### src/gpio_edge_pkg.sv
// Constants for the pin and edge interrupt unit.
// Assumes a 16-bit register word and a three-word serial frame.
package gpio_edge_pkg;

  // ****************************************
  // Register map
  // ****************************************
  localparam int ADDR_W = 4;
  localparam int REG_W = 16;
  localparam int PIN_COUNT = 10;
  localparam logic [3:0] ADDR_PIN_DATA = 4'h0;
  localparam logic [3:0] ADDR_PIN_DIRECTION = 4'h1;
  localparam logic [3:0] ADDR_RISING_EDGE_ENABLE = 4'h2;
  localparam logic [3:0] ADDR_FALLING_EDGE_ENABLE = 4'h3;
  localparam logic [3:0] ADDR_INTERRUPT_CLEAR_STATUS = 4'h4;

  // ****************************************
  // Reset values and field layout
  // ****************************************
  localparam logic [15:0] RST_PIN_DATA = 16'h0000;
  localparam logic [15:0] RST_PIN_DIRECTION = 16'h0000;
  localparam logic [15:0] RST_RISING_EDGE_ENABLE = 16'h0000;
  localparam logic [15:0] RST_FALLING_EDGE_ENABLE = 16'h0000;
  localparam logic [15:0] RST_INTERRUPT_STATUS = 16'h0000;
  localparam logic [15:0] PIN_MASK = 16'h03FF;
  localparam logic [15:0] DIR_MASK = 16'h83FF;
  localparam logic [15:0] EDGE_MASK = 16'hFBFF;
  localparam int BIT_SECOND_WORD_DRIVE_LOW = 15;
  localparam int BIT_CONV_DONE = 11;
  localparam int BIT_TOUCH_XPOS = 12;
  localparam int BIT_TOUCH_XNEG = 13;
  localparam int BIT_TEL_OVERLOAD = 14;
  localparam int BIT_SND_OVERLOAD = 15;

  // ****************************************
  // Serial frame
  // ****************************************
  localparam int CTRL_READ_BIT = 15;
  localparam logic [5:0] WORD_BITS = 6'd16;
  localparam logic [5:0] FRAME_BITS = 6'd48;
  localparam logic [6:0] WRITE_DELAY_LINK_CLKS = 7'd65;

endpackage

### src/gpio_edge_interrupt_unit.sv
// Pin data, direction and edge interrupt registers on the serial bus.
// Assumes all pins and the serial bus clock are asynchronous to ref_clk.
//
// How it works
// - Output pins drive the last written pin data bit.
// - Reading pin data returns live pin levels.
// - Direction bit one makes output; all reset to inputs.
// - Direction bit 15 drives data out low in word two, else released.
// - Rising enable bits 0-9 let pin rises set pin status.
// - Falling enable bits 0-9 let pin falls set pin status.
// - Bit 11 enables converter-done rise or fall interrupts.
// - Bit 12 enables touch plus line rise or fall interrupts.
// - Bit 13 enables touch minus line rise or fall interrupts.
// - Bit 14 enables telecom overload rise or fall interrupts.
// - Bit 15 enables audio overload rise or fall interrupts.
// - Status bits 0-9 read back pending pin interrupts.
// - Clear happens only on a zero-to-one written clear bit.
// - Status bit 11 reports converter-done; rising clear write clears it.
// - Status bit 12 reports touch plus; rising clear write clears it.
// - Status bit 13 reports touch minus; rising clear write clears it.
// - Status bits 14,15 report overloads; rising clear write clears them.
// - Writes apply 65 serial clocks after frame sync falls, or at the next frame sync fall if sooner.
`timescale 1ns/1ns
`default_nettype none
module gpio_edge_interrupt_unit
  import gpio_edge_pkg::*;
(
  input wire logic ref_clk,
  input wire logic srst,
  input wire logic serial_clk_pin,
  input wire logic serial_frame_sync_pin,
  input wire logic serial_data_in_pin,
  output var logic serial_data_out_pin,
  output var logic serial_data_out_oe,
  input wire logic [PIN_COUNT-1:0] gpio_in,
  output logic [PIN_COUNT-1:0] gpio_out,
  output logic [PIN_COUNT-1:0] gpio_oe,
  input wire logic conv_done,
  input wire logic touch_x_plus_line,
  input wire logic touch_x_minus_line,
  input wire logic tel_overload,
  input wire logic snd_overload
);

  typedef enum logic {FRAME_IDLE, FRAME_ACTIVE} frame_e;

  // ****************************************
  // Input synchronisers
  // ****************************************
  logic [17:0] raw_in;
  logic [17:0] sync_in;
  logic sclk_s;
  logic fsync_s;
  logic din_s;
  logic [PIN_COUNT-1:0] pins_s;

  assign raw_in = {snd_overload, tel_overload, touch_x_minus_line,
                   touch_x_plus_line, conv_done, gpio_in,
                   serial_data_in_pin, serial_frame_sync_pin,
                   serial_clk_pin};

  sync2 #(.WIDTH(18)) u_sync (
    .ref_clk(ref_clk),
    .srst(srst),
    .d(raw_in),
    .q(sync_in)
  );

  assign sclk_s = sync_in[0];
  assign fsync_s = sync_in[1];
  assign din_s = sync_in[2];
  assign pins_s = sync_in[12:3];

  // ****************************************
  // Serial clock and sync edges
  // ****************************************
  logic sclk_prev_r;
  logic fsync_prev_r;
  logic sclk_fall;
  logic sclk_rise;
  logic fsync_fall;

  always_ff @(posedge ref_clk) begin
    if (srst) begin
      sclk_prev_r <= 1'b0;
      fsync_prev_r <= 1'b0;
    end else begin
      sclk_prev_r <= sclk_s;
      fsync_prev_r <= fsync_s;
    end
  end

  assign sclk_fall = sclk_prev_r & ~sclk_s;
  assign sclk_rise = ~sclk_prev_r & sclk_s;
  assign fsync_fall = fsync_prev_r & ~fsync_s;

  // ****************************************
  // Registers
  // ****************************************
  logic [15:0] pin_data_r;
  logic [15:0] pin_direction_r;
  logic [15:0] rising_edge_enable_r;
  logic [15:0] falling_edge_enable_r;
  logic [15:0] status_r;
  logic [15:0] clr_last_r;
  logic [15:0] clr_pulse;
  logic apply_wr;
  logic [3:0] wr_addr_r;
  logic [15:0] wr_data_r;

  assign gpio_out = pin_data_r[PIN_COUNT-1:0];
  assign gpio_oe = pin_direction_r[PIN_COUNT-1:0];

  always_ff @(posedge ref_clk) begin
    if (srst) begin
      pin_data_r <= RST_PIN_DATA;
      pin_direction_r <= RST_PIN_DIRECTION;
      rising_edge_enable_r <= RST_RISING_EDGE_ENABLE;
      falling_edge_enable_r <= RST_FALLING_EDGE_ENABLE;
      clr_last_r <= RST_INTERRUPT_STATUS;
    end else if (apply_wr) begin
      case (wr_addr_r)
        ADDR_PIN_DATA: pin_data_r <= wr_data_r & PIN_MASK;
        ADDR_PIN_DIRECTION: pin_direction_r <= wr_data_r & DIR_MASK;
        ADDR_RISING_EDGE_ENABLE: begin
          rising_edge_enable_r <= wr_data_r & EDGE_MASK;
        end
        ADDR_FALLING_EDGE_ENABLE: begin
          falling_edge_enable_r <= wr_data_r & EDGE_MASK;
        end
        ADDR_INTERRUPT_CLEAR_STATUS: clr_last_r <= wr_data_r & EDGE_MASK;
        default: clr_last_r <= clr_last_r;
      endcase
    end
  end

  // ****************************************
  // Edge detection and sticky status
  // ****************************************
  logic [15:0] src_vec;
  logic [15:0] src_prev_r;
  logic [15:0] rise_ev;
  logic [15:0] fall_ev;

  always_comb begin
    src_vec = 16'h0000;
    src_vec[PIN_COUNT-1:0] = pins_s;
    src_vec[BIT_CONV_DONE] = sync_in[13];
    src_vec[BIT_TOUCH_XPOS] = sync_in[14];
    src_vec[BIT_TOUCH_XNEG] = sync_in[15];
    src_vec[BIT_TEL_OVERLOAD] = sync_in[16];
    src_vec[BIT_SND_OVERLOAD] = sync_in[17];
  end

  always_ff @(posedge ref_clk) begin
    if (srst) begin
      src_prev_r <= 16'h0000;
    end else begin
      src_prev_r <= src_vec;
    end
  end

  assign rise_ev = src_vec & ~src_prev_r & rising_edge_enable_r;
  assign fall_ev = ~src_vec & src_prev_r & falling_edge_enable_r;

  always_comb begin
    clr_pulse = 16'h0000;
    if (apply_wr && wr_addr_r == ADDR_INTERRUPT_CLEAR_STATUS) begin
      clr_pulse = wr_data_r & ~clr_last_r & EDGE_MASK;
    end
  end

  always_ff @(posedge ref_clk) begin
    if (srst) begin
      status_r <= RST_INTERRUPT_STATUS;
    end else begin
      status_r <= (status_r & ~clr_pulse) | rise_ev | fall_ev;
    end
  end

  // ****************************************
  // Read multiplexer
  // ****************************************
  function automatic logic [15:0] read_word(input logic [3:0] addr);
    logic [15:0] w;
    w = 16'h0000;
    case (addr)
      ADDR_PIN_DATA: w = {6'h00, pins_s};
      ADDR_PIN_DIRECTION: w = pin_direction_r;
      ADDR_RISING_EDGE_ENABLE: w = rising_edge_enable_r;
      ADDR_FALLING_EDGE_ENABLE: w = falling_edge_enable_r;
      ADDR_INTERRUPT_CLEAR_STATUS: w = status_r;
      default: w = 16'h0000;
    endcase
    return w;
  endfunction

  // ****************************************
  // Frame receiver
  // ****************************************
  frame_e state_r;
  logic [5:0] bit_idx_r;
  logic [15:0] shift_r;
  logic [15:0] shift_nxt;
  logic [15:0] ctrl_r;
  logic [15:0] rd_data_r;
  logic wr_pend_r;
  logic wr_last;

  assign shift_nxt = {shift_r[14:0], din_s};
  assign wr_last = (bit_idx_r == 2 * WORD_BITS - 6'd1);

  always_ff @(posedge ref_clk) begin
    if (srst) begin
      state_r <= FRAME_IDLE;
      bit_idx_r <= 6'd0;
      shift_r <= 16'h0000;
      ctrl_r <= 16'h0000;
      rd_data_r <= 16'h0000;
    end else if (sclk_fall) begin
      case (state_r)
        FRAME_IDLE: begin
          if (fsync_s) begin
            shift_r <= shift_nxt;
            bit_idx_r <= 6'd1;
            state_r <= FRAME_ACTIVE;
          end
        end
        FRAME_ACTIVE: begin
          shift_r <= shift_nxt;
          bit_idx_r <= bit_idx_r + 6'd1;
          if (bit_idx_r == WORD_BITS - 6'd1) begin
            ctrl_r <= shift_nxt;
            rd_data_r <= read_word(shift_nxt[ADDR_W-1:0]);
          end
          if (bit_idx_r == FRAME_BITS - 6'd1) begin
            state_r <= FRAME_IDLE;
            bit_idx_r <= 6'd0;
          end
        end
        default: state_r <= FRAME_IDLE;
      endcase
    end
  end

  // ****************************************
  // Delayed write commit
  // ****************************************
  logic [6:0] dly_cnt_r;
  logic dly_run_r;
  logic dly_done;

  assign dly_done = dly_run_r && sclk_fall &&
                    dly_cnt_r == WRITE_DELAY_LINK_CLKS - 7'd1;
  assign apply_wr = wr_pend_r && (dly_done || fsync_fall);

  always_ff @(posedge ref_clk) begin
    if (srst) begin
      dly_run_r <= 1'b0;
      dly_cnt_r <= 7'd0;
    end else if (fsync_fall) begin
      dly_run_r <= 1'b1;
      dly_cnt_r <= 7'd0;
    end else if (dly_done) begin
      dly_run_r <= 1'b0;
    end else if (dly_run_r && sclk_fall) begin
      dly_cnt_r <= dly_cnt_r + 7'd1;
    end
  end

  always_ff @(posedge ref_clk) begin
    if (srst) begin
      wr_pend_r <= 1'b0;
      wr_addr_r <= 4'h0;
      wr_data_r <= 16'h0000;
    end else if (sclk_fall && state_r == FRAME_ACTIVE && wr_last &&
                 !ctrl_r[CTRL_READ_BIT]) begin
      wr_pend_r <= 1'b1;
      wr_addr_r <= ctrl_r[ADDR_W-1:0];
      wr_data_r <= shift_nxt;
    end else if (apply_wr) begin
      wr_pend_r <= 1'b0;
    end
  end

  // ****************************************
  // Serial data out
  // ****************************************
  always_ff @(posedge ref_clk) begin
    if (srst) begin
      serial_data_out_pin <= 1'b0;
      serial_data_out_oe <= 1'b0;
    end else if (sclk_rise) begin
      if (state_r == FRAME_ACTIVE && bit_idx_r >= WORD_BITS &&
          bit_idx_r < 2 * WORD_BITS) begin
        serial_data_out_pin <= 1'b0;
        serial_data_out_oe <= pin_direction_r[BIT_SECOND_WORD_DRIVE_LOW];
      end else if (state_r == FRAME_ACTIVE &&
                   bit_idx_r >= 2 * WORD_BITS) begin
        serial_data_out_pin <= rd_data_r[~bit_idx_r[3:0]];
        serial_data_out_oe <= 1'b1;
      end else begin
        serial_data_out_pin <= 1'b0;
        serial_data_out_oe <= 1'b0;
      end
    end
  end

  // ****************************************
  // Checks
  // ****************************************
  pin_drive_a: assert property (
    @(posedge ref_clk) disable iff (srst)
    apply_wr && wr_addr_r == ADDR_PIN_DATA |=>
      gpio_out == $past(wr_data_r[PIN_COUNT-1:0]))
    else $error("pin data write not driven");

  pin_read_a: assert property (
    @(posedge ref_clk) disable iff (srst)
    sclk_fall && state_r == FRAME_ACTIVE &&
    bit_idx_r == WORD_BITS - 6'd1 &&
    shift_nxt[ADDR_W-1:0] == ADDR_PIN_DATA |=>
      rd_data_r == {6'h00, $past(pins_s)})
    else $error("pin read not live level");

  dir_reset_a: assert property (
    @(posedge ref_clk) $past(srst) |-> gpio_oe == '0)
    else $error("pins not inputs after reset");

  word_two_a: assert property (
    @(posedge ref_clk) disable iff (srst)
    sclk_rise && state_r == FRAME_ACTIVE && bit_idx_r == 6'd20 |=>
      serial_data_out_pin == 1'b0 &&
      serial_data_out_oe == $past(pin_direction_r[15]))
    else $error("second word drive wrong");

  rise_set_a: assert property (
    @(posedge ref_clk) disable iff (srst)
    |(src_vec & ~src_prev_r & rising_edge_enable_r) |=>
      (status_r & $past(rise_ev)) == $past(rise_ev))
    else $error("enabled rise not latched");

  fall_set_a: assert property (
    @(posedge ref_clk) disable iff (srst)
    |(~src_vec & src_prev_r & falling_edge_enable_r) |=>
      (status_r & $past(fall_ev)) == $past(fall_ev))
    else $error("enabled fall not latched");

  sticky_hold_a: assert property (
    @(posedge ref_clk) disable iff (srst)
    ##1 ($past(status_r) & ~status_r & ~$past(clr_pulse)) == 16'h0000)
    else $error("status dropped without clear");

  no_spurious_a: assert property (
    @(posedge ref_clk) disable iff (srst)
    ##1 (status_r & ~$past(status_r) &
         ~$past(rise_ev | fall_ev)) == 16'h0000)
    else $error("status set without enabled edge");

  write_delay_a: assert property (
    @(posedge ref_clk) disable iff (srst)
    apply_wr |-> fsync_fall || dly_cnt_r == 7'd64)
    else $error("write applied at wrong time");

  unused_zero_a: assert property (
    @(posedge ref_clk) disable iff (srst)
    (rising_edge_enable_r & ~EDGE_MASK) == 16'h0000 &&
    (pin_direction_r & ~DIR_MASK) == 16'h0000)
    else $error("unused bit holds a one");

endmodule
`default_nettype wire

### src/sync2.sv
// Two-stage synchroniser for a bus of independent levels.
// Assumes each bit is a slow level from outside the clock domain.
`timescale 1ns/1ns
`default_nettype none
module sync2 #(
  parameter int WIDTH = 1
) (
  input wire logic ref_clk,
  input wire logic srst,
  input wire logic [WIDTH-1:0] d,
  output var logic [WIDTH-1:0] q
);

  // ****************************************
  // Two flops per bit
  // ****************************************
  logic [WIDTH-1:0] meta_r;

  for (genvar i = 0; i < WIDTH; i++) begin : g_bit
    always_ff @(posedge ref_clk) begin
      if (srst) begin
        meta_r[i] <= 1'b0;
        q[i] <= 1'b0;
      end else begin
        meta_r[i] <= d[i];
        q[i] <= meta_r[i];
      end
    end
  end

endmodule
`default_nettype wire
### config.mk
export PLATFORM = sky130hd
export DESIGN_NAME = gpio_edge_interrupt_unit
export DESIGN_NICKNAME = d
export VERILOG_FILES = /design/src/gpio_edge_pkg.sv /design/src/gpio_edge_interrupt_unit.sv /design/src/sync2.sv
export SDC_FILE = /design/constraint.sdc
export NUM_CORES = 1
export LEC_CHECK = 0
export BUFFER_PORTS_ARGS = -buffer_cell sky130_fd_sc_hd__buf_2
export CORE_ASPECT_RATIO = 1.2
export CORE_UTILIZATION = 55
export CTS_CLUSTER_DIAMETER = 60
export DETAILED_ROUTE_END_ITERATION = 16
export GPL_ROUTABILITY_DRIVEN = 1
export PLACE_DENSITY = 0.73
export SYNTH_ARGS = -nofsm -noshare
export SYNTH_HDL_FRONTEND = slang
export SYNTH_SLANG_ARGS = --single-unit
### constraint.sdc
create_clock -name ref_clk -period 4.6 [get_ports ref_clk]
set_input_delay 0.23 -clock ref_clk [delete_from_list [all_inputs] [get_ports ref_clk]]
set_output_delay 0.23 -clock ref_clk [all_outputs]
set_load 0.05 [all_outputs]
# Yosys cells after proc, flatten, opt, wreduce, memory -nomap -nowiden
# Index checks and enable logic that the tools add are counted.
totals:
  regBits: 221
  output_inout_bits: 22
  input_bits: 20
  word_cells: 143
op_classes:
  add_sub_neg: 2
  muxes: 20
  bitwise_logic: 21
  order_cmp: 4
  n_reduce_logical: 25
  n_eq_ne: 13
ops:
  columns: ["cell", "n"]
  rows:
  - ["$and A16 B16 Y16", 6]
  - ["$pmux W16 S5", 1]
  - ["$not A16 Y16", 4]
  - ["$or A16 B16 Y16", 2]
  - ["$pmux W15 S2", 1]
  - ["$eq A4 B2 Y1 const B", 4]
  - ["$mux W16", 1]
  - ["$mux W15", 1]
  - ["$reduce_and A2 Y1", 7]
  - ["$mux W6", 2]
  - ["$pmux W6 S2", 1]
  - ["$mux W1", 11]
  - ["$logic_and A1 B1 Y1", 10]
  - ["$eq A4 B1 Y1 const B", 2]
  - ["$eq A4 B3 Y1 const B", 2]
  - ["$logic_not A4 Y1", 2]
  - ["$add A7 B1 Y7 const B", 1]
  - ["$eq A7 B7 Y1 const B", 1]
  - ["$add A6 B1 Y6 const B", 1]
  - ["$eq A6 B4 Y1 const B", 1]
  - ["$eq A6 B5 Y1 const B", 1]
  - ["$eq A6 B6 Y1 const B", 1]
  - ["$ge A6 B5 Y1 const B", 1]
  - ["$ge A6 B6 Y1 const B", 1]
  - ["13 further kinds", 20]

# Longest topological paths before layout
depth:
  ltp_word: 12
  depth_mapped: 9
  depth_no_buf: 6

# Cells and area by module
# Synthesis repeated with hierarchy kept, for this count alone.
unflattened:
  hier_cells: 914
  hier_area_um2: 8548.2
by_module_without_submodules:
  columns: ["mod", "cells_per_inst", "seq_area_each_um2", "area_per_inst_um2", "n_inst"]
  rows:
  - ["gpio_edge_interrupt_unit", 839, 3403.3, 7553.5, 1]
  - ["sync2", 75, 720.7, 994.7, 1]

# Worst setup path after synthesis
# Ideal clock, no wire load.
synth_timing:
  path_kind: "register -> register"
  from: "register dly_cnt_r[0]"
  to: "register pin_data_r[4]"
  slack_ps: 2750
  setup_time_ps: 70
  required_ps: 4530
  path_buffers: 2
  path_stages_with_launch: 9
  period_less_slack_ps: 1850
  arrival_ps: 1780
  cell_sequence: "dfxtp_1 -> inv_1 -> ha_1 -> nand4bb_1 -> o31a_1 -> buf_6 -> buf_6 -> or4_1 -> a21oi_1"
synth_via:
  elab_chain_len: 5
synth_lines:
  columns: ["item", "line_no", "text"]
  rows:
  - ["start: declaration", "gpio_edge_interrupt_unit.sv:249", "logic [6:0] dly_cnt_r;"]
  - ["start signal: assignment", "gpio_edge_interrupt_unit.sv:267", "dly_cnt_r <= dly_cnt_r + 7'd1;"]
  - ["$eq A7 B7 Y1", "gpio_edge_interrupt_unit.sv:254", "dly_cnt_r == WRITE_DELAY_LINK_CLKS - 7'd1;"]
  - ["$logic_and A1 B1 Y1", "gpio_edge_interrupt_unit.sv:253", "assign dly_done = dly_run_r && sclk_fall &&"]
  - ["$logic_or A1 B1 Y1", "gpio_edge_interrupt_unit.sv:255", "assign apply_wr = wr_pend_r && (dly_done || fsync_fall);"]
  - ["$logic_and A1 B1 Y1", "gpio_edge_interrupt_unit.sv:255", null]
  - ["$reduce_and A2 Y1 (no line)", null, null]
  - ["end signal: assignment", "gpio_edge_interrupt_unit.sv:123", "ADDR_PIN_DATA: pin_data_r <= wr_data_r & PIN_MASK;"]
  - ["end: declaration", "gpio_edge_interrupt_unit.sv:100", "logic [15:0] pin_data_r;"]
# No other way between the ends.
# A chain may end at the register's enable or synchronous reset.

# Final worst setup path
layout_timing:
  from: "register dly_cnt_r[0]"
  to: "register pin_direction_r[4]"
layout_via:
  elab_chain_len: 5
layout_lines:
  columns: ["item", "line_no", "text"]
  rows:
  - ["$eq A7 B7 Y1", "gpio_edge_interrupt_unit.sv:254", null]
  - ["$logic_and A1 B1 Y1", "gpio_edge_interrupt_unit.sv:253", null]
  - ["$logic_or A1 B1 Y1", "gpio_edge_interrupt_unit.sv:255", null]
  - ["$logic_and A1 B1 Y1", "gpio_edge_interrupt_unit.sv:255", null]
  - ["$reduce_and A2 Y1 (no line)", null, null]
  - ["end signal: assignment", "gpio_edge_interrupt_unit.sv:124", "ADDR_PIN_DIRECTION: pin_direction_r <= wr_data_r & DIR_MASK;"]
  - ["end: declaration", "gpio_edge_interrupt_unit.sv:101", "logic [15:0] pin_direction_r;"]
# No other way between the ends.

==> impl_summary.txt <==
----------------------------------------------------
[Worst setup path]
  CP Buf/Inv Count ... 2
  CP Launch Point ... dly_cnt_r[0]
  Kind of cell with the highest combined delay on the critical path ... simple AND/OR/NAND/NOR gates
  Kind of start point of the critical path ... flop
  Reg2Reg Depth ... 7
  Arrival time worst endpoint ... 2970 ps
  Endpoint class of the critical path ... flop
  Required time of the critical path ... 5010 ps
  Critical Path Max Stage Delay ... 690 ps
  Reg-to-reg setup timing slack ... 2040 ps
  Slowest cell on the critical path ... sky130_fd_sc_hd__nand3_1
  Worst reg2reg endpoint ... pin_direction_r[4]
  Crit-path cells ... inv_1, ha_1, nand4bb_1, o31ai_4, buf_4, nand3_1, mux2i_1
  CP max FO ... 35
  RR Startpoint ... dly_cnt_r[0]
  Type of the worst setup path ... flop to flop

[Floorplan]
  Area of the core ... 15100 um^2
  Placement Rows ... 49
  Chip Width ... 116 um
  Number of ports placed on the die boundary ... 42
  Chip height ... 138 um
  Effective utilization at floorplan ... 56.4%
  Die Area ... 16000 um^2

[STA]
  Max-slew violation count ... 0
  Maximum clock skew at final layout ... 13.2 ps
  Clock period minus final worst setup slack ... 2560 ps
  Final setup vio count ... 0
  Final-layout worst hold slack ... 6.75 ps
  Total negative setup slack ... 0 ps
  Ratio of final minimum period to clock period ... 55.6%
  Worst Tran Pin Value ... 945 ps
  Fmax achieved ... 391 MHz
  Smallest setup slack after layout ... 2040 ps
  Fin. Hold Viols ... 0
  Relative slew margins ... 37.0%
  Unrepaired setup endpoints after global routing ... false

[Routing]
  Max Used Layer ... met4
  Ratio of routed vias to standard cells ... 5.70
  Number of violations reported at the end of detailed-routing iteration 0 ... 433
  Total iterations of the first detailed-routing run ... 5
  Detailed-routing wirelength on met1 ... 8540 um
  Vias post-DR ... 6546
  Routed Wire Length ... 19000 um
  Met2 Wirelength ... 9040 um
  Detailed route wirelength on metal3 ... 936 um
  Antenna Nets Post-Route ... 0
  Number of design rule violations left after detail routing ... 0
  Routed wirelength normalized by instance count ... 16.5 um

[Cells and area]
  Fraction of layout instances using a drive strength above 1 ... 10.8%
  Final standard cell count with taps included and fillers excluded ... 1148
  Most common cell after layout, fill and taps aside ... sky130_fd_sc_hd__dfxtp_1
  Total of fill cells in the finished design ... 1316
  Most frequent cells in the layout ... 206 x sky130_fd_sc_hd__dfxtp_1, 80 x sky130_fd_sc_hd__a21oi_1, 68 x sky130_fd_sc_hd__mux2i_1
  Area growth from synthesis to layout ... 12.6%
  Total area of multi-input combinational cells ... 3990 um^2
  Nets ... 955
  Storage element area ... 4120 um^2
  Antenna Cells ... 0

[Min path]
  Type of the most critical hold path ... input port to flop
  End of the worst hold path ... u_sync.meta_r[1]
  Hold Path Origin ... serial_frame_sync_pin
  Hold path depth ... 2

[Yosys]
  Post-synthesis cell area ... 8510 um^2
  Async set or reset register ratio after synthesis ... 0%
  Sequential fraction of the synthesis area ... 48.5%
  Gate count after technology mapping ... 916
  Post-synthesis cell type count ... 53
  Cell type contributing the most total cell area after synthesis ... sky130_fd_sc_hd__dfxtp_1
  Top post-synthesis cells by area ... sky130_fd_sc_hd__dfxtp_1 48%, sky130_fd_sc_hd__mux2i_1 8.0%, sky130_fd_sc_hd__a21oi_1 4.7%
  Number of flops mapped to enable cells by yosys ... 0
  Post-synthesis net count ... 940
  Post-synthesis area per instance ... 9.29 um^2
  Leading register cell type out of synthesis ... sky130_fd_sc_hd__dfxtp_1
  Proportion of netlist area held by the largest area contributor ... 48.5%
  Yosys warning count ... 0
  #FFs+latches synth ... 206

[Clock network]
  Library cell used as clock root buffer ... sky130_fd_sc_hd__clkbuf_16
  Clock-pin slew of the registers on the worst-case setup and hold paths ... 60 ps
  Post-CTS Resized ... 0
  Largest buffer count on any clock path ... 3
  Number of CTS-inserted buffers ... 21
  CTS sink count ... 206
  Number of levels in the clock H-tree ... 1
  TritonCTS clock tree ... done
  Clock latency of the later-clocked register in the worst-skew pair ... 500 ps

[Power]
  Static leakage power ... 0.00321 uW
  IR drop worst, VDD ... 0.298 mV
  Overall Power ... 3570 uW
  Total power density per cell area ... 373 nW/um^2

[Placed design]
  Setup slack at placement ... 2050 ps
  Number of buffer cells added on primary ports ... 41
  Sum of net half-perimeters after detailed placement ... 11900 um
  Placed cell count ... 1096
  Final Wtd Congestion ... 0.783

[Global route]
  Antenna violations before repair ... 0
  First-pass GRT wire length ... 31600 um
  Total congestion overflow ... 0
  GRT Overall Usage ... 24.6%
  Pin count of the biggest net entering global routing ... 142
  Number of global-route vias before repair ... 6266

[Status]
  Result of the run ... complete, no violations

[Flow run]
  Max-Cap Viols ... 0

----------------------------------------------------
-- cells by family (layout without fill, tap and decap cells) --
logic type	Yosys count	count (layout)	share of synthesized area, %
flops	206	206	48.5
simple gates	340	340	22.7
xor+xnor	7	7	0.721
buf+inv	94	122	5.00
mux	71	71	8.79
fa+ha+maj	4	4	0.588
compound gates	194	194	13.7
-- cell type report --
cell class / instances / share of cell area [%]
Clock inverter: 4 / 0.509
Sequential cell: 206 / 43.0
Inverter: 15 / 0.587
Multi-Input combinational cell: 616 / 41.6
Timing Repair Buffer: 71 / 4.97
Clock buffer: 32 / 6.64
Tap cell: 204 / 2.66
-- report_power, final --
group / internal (uW) / total (uW) / leakage (uW) / switching, uW
registers: 1800 / 1810 / 0.00167 / 11.4
clock network: 1010 / 1670 / 0.000340 / 664
logic: 39.9 / 89.6 / 0.00120 / 49.7
-- sequential cells by signal, summed over array words and instances, names as in the netlist --
register and count:
dly_run_r 1, rd_data_r 15, shift_r 15, status_r 15, u_sync.meta_r 18, pin_data_r 10
bit_idx_r 6, clr_last_r 15, fsync_prev_r 1, u_sync.q 18, serial_data_out_pin 1, dly_cnt_r 7
sclk_prev_r 1, serial_data_out_oe 1, wr_pend_r 1, state_r 1, falling_edge_enable_r 15, pin_direction_r 11
src_prev_r 15, ctrl_r 5, wr_addr_r 4, wr_data_r 15, rising_edge_enable_r 15
-- cell usage after synthesis, types with 2 or more instances --
cell                        count
sky130_fd_sc_hd__mux4_2         3
sky130_fd_sc_hd__nand2b_1      53
sky130_fd_sc_hd__o2bb2ai_1      2
sky130_fd_sc_hd__nor2_1        46
sky130_fd_sc_hd__o31ai_1       16
sky130_fd_sc_hd__a211oi_1       9
sky130_fd_sc_hd__and2_1         3
sky130_fd_sc_hd__inv_1         15
sky130_fd_sc_hd__a31oi_1       18
sky130_fd_sc_hd__and3_1         4
sky130_fd_sc_hd__o41ai_1       11
sky130_fd_sc_hd__or3b_2         2
sky130_fd_sc_hd__nand2_1       55
sky130_fd_sc_hd__or4_1          7
sky130_fd_sc_hd__nor2b_1       55
sky130_fd_sc_hd__buf_1          2
sky130_fd_sc_hd__o211ai_1       6
sky130_fd_sc_hd__buf_4         11
sky130_fd_sc_hd__dfxtp_1      206
sky130_fd_sc_hd__nand4b_1       5
sky130_fd_sc_hd__xor2_1         3
sky130_fd_sc_hd__nor3_1        14
sky130_fd_sc_hd__nand4bb_1      2
sky130_fd_sc_hd__nand3_1       34
sky130_fd_sc_hd__or2_2          2
sky130_fd_sc_hd__nand3b_1      42
sky130_fd_sc_hd__nor4_1         3
sky130_fd_sc_hd__or3_1          3
sky130_fd_sc_hd__buf_2          7
sky130_fd_sc_hd__mux2i_1       68
sky130_fd_sc_hd__ha_1           4
sky130_fd_sc_hd__o22ai_1        8
sky130_fd_sc_hd__o21ai_0       36
sky130_fd_sc_hd__xnor2_1        4
sky130_fd_sc_hd__clkbuf_1      56
sky130_fd_sc_hd__nor3b_1        3
sky130_fd_sc_hd__buf_6          3
sky130_fd_sc_hd__a21oi_1       80
-- what timing repair did --
item                                   CTS  global route
setup buffers                            0             0
endpoints found under the hold margin   16             0
hold buffers                            16             0
setup endpoints to repair                0             0
-- worst max-delay path by stage --
stage | to | slack (ps) | cells after the start
floorplan | pin_data_r[4] | 2750 | 8
global placement | pin_direction_r[7] | 2080 | 7
detailed placement | pin_direction_r[4] | 2050 | 7
CTS | pin_direction_r[0] | 2050 | 7
global route | pin_direction_r[9] | 1820 | 7
finish | pin_direction_r[4] | 2040 | 7
-- layer usage --
| metal | track usage [%] | vias up |
|---|---|---|
| li1 | - | 3235 |
| met1 | 32.6 | 3116 |
| met2 | 40.9 | 163 |
| met3 | 3.55 | 32 |
| met4 | 8.27 | 0 |
| met5 | 0 | - |
-- stage by stage --
| step | cell area, um^2 | utilization (%) |
|---|---|---|
| 2_1_floorplan | 8510 | - |
| 3_3_place_gp | 8740 | 57.9 |
| 3_5_place_dp | 8740 | 57.9 |
| 4_1_cts | 9580 | 63.5 |
| 5_1_grt | 9580 | 63.5 |
| 6_report | 9580 | 63.5 |
(Power assumes the default switching activity.)
